==> src/rtl/pc_stack_regs.svh <==
// Constants for the program counter, return stack and indirect addressing unit
`ifndef PC_STACK_REGS_SVH
`define PC_STACK_REGS_SVH
`define PC_WIDTH 13
`define PC_LOW_WIDTH 8
`define PC_UPPER_WIDTH 5
`define PAGE_TARGET_WIDTH 11
`define STACK_DEPTH 8
`define STACK_PTR_WIDTH 3
`define DATA_ADDR_WIDTH 9
`define PC_RESET_VALUE 13'h0000
`define LATCH_RESET_VALUE 8'h00
`define WINDOW_READ_VALUE 8'h00
`define WINDOW_POINTER 8'h00
`endif

==> src/rtl/pc_stack_pkg.sv <==
// Types shared by the program counter and stack unit
package pc_stack_pkg;
    // Program flow request from the instruction decoder
    typedef struct packed {
        logic fetch;
        logic low_write;
        logic jump;
        logic call;
        logic intr;
        logic ret;
        logic [10:0] target;
        logic [12:0] vector;
        logic [7:0] low_data;
    } flow_req_t;
    // Indirect data access request
    typedef struct packed {
        logic rd;
        logic wr;
        logic bank_pointer_bit;
        logic [7:0] file_pointer;
    } ind_req_t;
    // Indirect data access result toward the register file
    typedef struct packed {
        logic [8:0] addr;
        logic rd;
        logic wr;
        logic window_self;
    } ind_rsp_t;
    // Kind of program counter update
    typedef enum {PC_HOLD, PC_SEQ, PC_LOW, PC_JUMP, PC_PUSH_JUMP, PC_POP} pc_op_t;
endpackage : pc_stack_pkg

==> src/rtl/program_counter_stack_unit.sv <==
// Program counter, circular return stack and indirect address former
`timescale 1ns/100ps
`default_nettype none
`include "pc_stack_regs.svh"
module program_counter_stack_unit #(
    parameter int STACK_DEPTH = `STACK_DEPTH
) (
    input wire logic clk_sys_in, // Core clock 40 MHz
    input wire logic rstn_in, // Async reset, active low
    input wire logic clk_en_in, // Freezes all state when low
    input wire pc_stack_pkg::flow_req_t flow_in, // Decoder flow request
    input wire logic latch_wr_in, // Write high-byte latch
    input wire logic [7:0] latch_data_in, // Latch write data
    input wire pc_stack_pkg::ind_req_t ind_in, // Indirect access request
    input wire logic [7:0] ind_rdata_in, // Data read from register file
    output logic [12:0] pc_out, // Full program counter
    output logic [7:0] pc_low_byte_out, // Readable low byte
    output logic [7:0] pc_high_latch_out, // Latch readback
    output pc_stack_pkg::ind_rsp_t ind_out, // Indirect access toward file
    output logic [7:0] ind_rdata_out // Indirect read result
);
    import pc_stack_pkg::*;

    localparam int PW = $clog2(STACK_DEPTH);

    logic [12:0] pc_reg;
    logic [12:0] pc_next;
    logic [7:0] pc_high_latch_reg;
    logic [12:0] stack_reg [STACK_DEPTH];
    logic [PW-1:0] sp_reg;
    pc_op_t op;
    ind_rsp_t ind_next;
    logic [12:0] stack_top;

    // Wrapping pointer step, used for push and pop
    function automatic logic [PW-1:0] ptr_step(input logic [PW-1:0] p, input logic up);
        ptr_step = up ? p + 1'b1 : p - 1'b1;
    endfunction : ptr_step

    // Page-relative target for call and goto
    function automatic logic [12:0] page_target(input logic [7:0] lat, input logic [10:0] t);
        page_target = {lat[4:3], t};
    endfunction : page_target

    // Operation priority: return, push, jump, low write, fetch
    always_comb begin
        if (flow_in.ret) begin
            op = PC_POP;
        end else if (flow_in.call || flow_in.intr) begin
            op = PC_PUSH_JUMP;
        end else if (flow_in.jump) begin
            op = PC_JUMP;
        end else if (flow_in.low_write) begin
            op = PC_LOW;
        end else if (flow_in.fetch) begin
            op = PC_SEQ;
        end else begin
            op = PC_HOLD;
        end
    end

    // Next program counter value
    always_comb begin
        unique case (op)
            PC_SEQ: pc_next = pc_reg + 13'h0001;
            PC_LOW: pc_next = {pc_high_latch_reg[4:0], flow_in.low_data};
            PC_JUMP: pc_next = page_target(pc_high_latch_reg, flow_in.target);
            PC_PUSH_JUMP: pc_next = flow_in.intr ? flow_in.vector
                                  : page_target(pc_high_latch_reg, flow_in.target);
            PC_POP: pc_next = stack_reg[ptr_step(sp_reg, 1'b0)];
            PC_HOLD: pc_next = pc_reg;
        endcase
    end

    // Program counter; reset clears upper bits
    always_ff @(posedge clk_sys_in or negedge rstn_in) begin
        if (!rstn_in) begin
            pc_reg <= `PC_RESET_VALUE;
        end else if (clk_en_in) begin
            pc_reg <= pc_next;
        end
    end

    // High-byte latch, written only by software
    always_ff @(posedge clk_sys_in or negedge rstn_in) begin
        if (!rstn_in) begin
            pc_high_latch_reg <= `LATCH_RESET_VALUE;
        end else if (clk_en_in && latch_wr_in) begin
            pc_high_latch_reg <= latch_data_in;
        end
    end

    // Circular stack storage; a call pushes the address after current, an interrupt pushes the current address
    always_ff @(posedge clk_sys_in) begin
        if (clk_en_in && op == PC_PUSH_JUMP) begin
            stack_reg[sp_reg] <= flow_in.intr ? pc_reg : pc_reg + 13'h0001;
        end
    end

    // Hidden stack pointer, wraps silently
    always_ff @(posedge clk_sys_in or negedge rstn_in) begin
        if (!rstn_in) begin
            sp_reg <= '0;
        end else if (clk_en_in) begin
            if (op == PC_PUSH_JUMP) begin
                sp_reg <= ptr_step(sp_reg, 1'b1);
            end else if (op == PC_POP) begin
                sp_reg <= ptr_step(sp_reg, 1'b0);
            end
        end
    end

    // Indirect address forming and window self-access
    always_comb begin
        ind_next.addr = {ind_in.bank_pointer_bit, ind_in.file_pointer};
        ind_next.window_self = (ind_in.file_pointer == `WINDOW_POINTER);
        ind_next.rd = ind_in.rd && !ind_next.window_self;
        ind_next.wr = ind_in.wr && !ind_next.window_self;
    end

    // Registered indirect outputs
    always_ff @(posedge clk_sys_in or negedge rstn_in) begin
        if (!rstn_in) begin
            ind_out <= '0;
            ind_rdata_out <= `WINDOW_READ_VALUE;
        end else if (clk_en_in) begin
            ind_out <= ind_next;
            ind_rdata_out <= ind_next.window_self ? `WINDOW_READ_VALUE : ind_rdata_in;
        end
    end

    // Registered program counter views
    always_comb begin
        pc_out = pc_reg;
        pc_low_byte_out = pc_reg[7:0];
        pc_high_latch_out = pc_high_latch_reg;
        stack_top = stack_reg[ptr_step(sp_reg, 1'b0)];
    end
endmodule : program_counter_stack_unit
`default_nettype wire

==> config.mk <==
export PLATFORM = sky130hd
export DESIGN_NAME = program_counter_stack_unit
export DESIGN_NICKNAME = d
export VERILOG_FILES = /design/src/rtl/pc_stack_pkg.sv /design/src/rtl/program_counter_stack_unit.sv
export VERILOG_INCLUDE_DIRS = /design/src /design/src/rtl
export SDC_FILE = /design/constraint.sdc
export NUM_CORES = 1
export LEC_CHECK = 0
export BUFFER_PORTS_ARGS = -buffer_cell sky130_fd_sc_hd__buf_2
export CAP_MARGIN = 20
export CORE_UTILIZATION = 26
export CTS_BUF_LIST = sky130_fd_sc_hd__clkbuf_4
export CTS_CLUSTER_DIAMETER = 150
export DETAILED_ROUTE_END_ITERATION = 8
export SKIP_LAST_GASP = 1
export SYNTH_ARGS = -nofsm -noshare
export SYNTH_HDL_FRONTEND = slang
export SYNTH_SLANG_ARGS = --single-unit
==> constraint.sdc <==
create_clock -name clk_sys_in -period 3.26 [get_ports clk_sys_in]
set_input_delay 0.163 -clock clk_sys_in [delete_from_list [all_inputs] [get_ports clk_sys_in]]
set_output_delay 0.163 -clock clk_sys_in [all_outputs]
set_load 0.01 [all_outputs]
==> results.txt <==
clock network power share: 21.0%
Crit Path Max Fanout: 33
Slew headroom: 35.7%
Total GRT Usage: 13.9%
Setup-failing EPs final: 0
drt initial violations: 352
Reg power frac: 41.2%
clock root buffer master: clkbuf_4
Switching Share: 36.5%
Hold WC Path Type: input port to flop
CP Launch Type: flop
initial core utilization: 26.8%
layout cells sized above 1: 30.8%
maximum vdd drop: 0.000381 V
Max Clk Rate: 333 MHz
Final Max Slew Viols: 0
GRT overflow: 0
critical path type: flop to flop
crit end category: flop
die area: 26900 um^2
number of global-route vias before repair: 4839
drc violations: 0
Routed Antenna Nets: 0
DPL Wire Length: 12.7 mm
total power: 0.00658 W
CP Data Required Time: 3.72 ns
core footprint: 25500 um^2
Gate power share: 37.7%
routed len/inst: 17.9 um
Net Sw Power: 0.00240 W
PortBufs: 117
total number of vias: 4979
worst-skew pair later-pin latency: 0.57 ns
clk buf depth: 2
setup TNS: 0 ns
final hold violation count: 0
CTS tree: done
Via density: 4.82
Post-synth ARST share: 29.7%
Layout area overhead: 25.6%
reg2reg start: sp_reg[1]$_DFFE_PN0P_
I/O pins: 118
RSZ-0062 raised after global routing: false
P_int: 0.00417 W
Post-synth EDFFs: 104
Static Leakage: 3.26 nW
clock sink count: 148
Avg Inst Size Synth: 12.7 um^2
Rows: 58
Worst-path clk slew: 0.12 ns
most frequent cells in the layout: 117 x buf_2, 104 x edfxtp_1, 58 x nand2_1
period utilisation layout: 92.0%
total power per unit cell area: 766 nW/um^2
Seq/Total Area, Yosys: 61.8%
pin count of the biggest net entering global routing: 45
design area: 8580 um^2
Post-Syn Nets: 610
clk_skew: 0.0226 ns
TritonRoute pass-1 iters: 9
GPL Wtd Cong: 0.837
Primary FF master, synth: edfxtp_1
CP arrival: 3.46 ns
most common cell after layout, fill and taps aside: buf_2
minimum clock period: 3.00 ns
worst slew pin tran: 0.965 ns
Die Span Y: 164 um
Synth Instances: 538
Core Util, Final: 33.7%
Cell variety after synth: 56
TritonCTS buffer count: 17
first-pass GRT wire length: 27.6 mm
routed wire length: 18.5 mm
max reg flops: 104
DP Area: 7830 um^2
H-tree levels: 4
hold slack: 0.0457 ns
Ys Warns: 0
die width: 164 um
post-synthesis sequential element count: 148
ant diodes: 0
Total Nets Final: 763
total of max-cap violations: 0
initial antenna violation count: 0
status: complete, no violations
CP startpoint: sp_reg[1]$_DFFE_PN0P_
Mapped Area: 6830 um^2
Hold Crit Start: flow_in[25]
-- path summary, 6_finish.rpt --
kind / depth (start not counted) / slack [ns] / to
max: 9 / 0.26 / pc_out[6]$_DFFE_PN0P_
min: 4 / 0.05 / pc_out[4]$_DFFE_PN0P_
max reg2reg: 9 / 0.26 / pc_out[6]$_DFFE_PN0P_
min reg2reg: 1 / 0.51 / ind_out[8]$_DFFE_PN0P_
max in group asynchronous: 3 / 2.20 / ind_out[1]$_DFFE_PN0P_
min in group asynchronous: 3 / 0.20 / ind_rdata_out[6]$_DFFE_PN0P_
-- Yosys cell counts, types with 2 or more instances --
| library cell | count | share of area (%) |
|---|---|---|
| mux2_2 | 19 | 3.1 |
| nand3_1 | 8 | 0.59 |
| nand2_1 | 58 | 3.2 |
| ha_1 | 3 | 0.55 |
| a21oi_1 | 25 | 1.8 |
| inv_1 | 16 | 0.88 |
| a311oi_1 | 3 | 0.38 |
| edfxtp_1 | 104 | 46 |
| o21ai_1 | 4 | 0.29 |
| buf_6 | 3 | 0.49 |
| nor2_1 | 23 | 1.3 |
| a221o_1 | 7 | 1.0 |
| buf_4 | 8 | 0.88 |
| a22oi_1 | 2 | 0.22 |
| a221oi_1 | 4 | 0.51 |
| xor2_1 | 11 | 1.4 |
| dfrtp_1 | 44 | 16 |
| clkbuf_1 | 24 | 1.3 |
| mux2i_1 | 16 | 2.3 |
| buf_2 | 10 | 0.73 |
| a211o_1 | 2 | 0.26 |
| buf_1 | 2 | 0.11 |
| a2111oi_0 | 13 | 1.7 |
| xnor2_1 | 9 | 1.2 |
| o41ai_1 | 2 | 0.26 |
| nor3b_1 | 4 | 0.44 |
| nor4_1 | 2 | 0.18 |
| o211ai_1 | 2 | 0.22 |
| nand4_1 | 4 | 0.37 |
| nor3_1 | 23 | 1.7 |
| mux4_2 | 11 | 3.6 |
| or3_1 | 4 | 0.37 |
| a31oi_1 | 13 | 1.2 |
| o21ai_0 | 17 | 1.2 |
| nor2b_1 | 15 | 1.4 |
| o31ai_1 | 3 | 0.33 |
-- final cells by class --
| class | instances | area [um^2] |
|---|---|---|
| repair buffers | 181 | 1180 |
| well taps | 330 | 413 |
| fillers | 2533 | 16900 |
| clock inverters | 13 | 209 |
| inverters | 16 | 60.1 |
| flip-flops and latches | 148 | 4220 |
| clock buffers | 19 | 143 |
| multi-input cells | 327 | 2350 |
-- critical path: stages, from the launching register on --
cell and delay, ns:
dfrtp_1 0.56, inv_1 0.18, ha_4 0.54, buf_12 0.25, nor2b_1 0.06, a2111oi_0 0.37
a31oi_1 0.09, a31oi_1 0.19, a21oi_1 0.08, dlygate4sd3_1 0.56
-- what timing repair did --
action | in CTS | in global routing
hold endpoints to repair | 76 | 0
setup endpoints to repair | 0 | 2
setup buffers | 0 | 0
hold buffers | 39 | 0
gates resized for setup | 0 | 1
-- stage by stage --
step	setup slack [ns]	std cells
CTS	0.0233	1034
finish	0.260	1034
detailed placement	0.513	963
global route	0.0972	1034
floorplan	0.448	538
global placement	0.673	963
-- cells by family after synthesis --
kind of cell | share of synthesized area, %
AOI/OAI and AO/OA | 10.8
xor gates and xnor gates | 2.56
adders and majority gates | 0.549
buffers and inverters | 4.41
DFF | 61.8
muxes | 9.10
and+or+nand+nor | 10.8
-- power groups by stage --
| stage | registers, W | clock network (W) | logic [W] |
|---|---|---|---|
| global placement | 0.00274 | 0 | 0.00238 |
| detailed placement | 0.00275 | 0 | 0.00240 |
| global route | 0.00275 | 0.00148 | 0.00271 |
| finish | 0.00271 | 0.00138 | 0.00248 |
| floorplan | 0.00264 | 0 | 0.00173 |
| CTS | 0.00271 | 0.00141 | 0.00247 |
-- routing by layer --
metal  track usage [%]  part of all wire (%)
met1              19.4                    46
met2              21.4                    47
met3              3.54                   5.8
met4              3.20                   1.0
met5                 0                     0
Power figures use the tool's default switching activity.
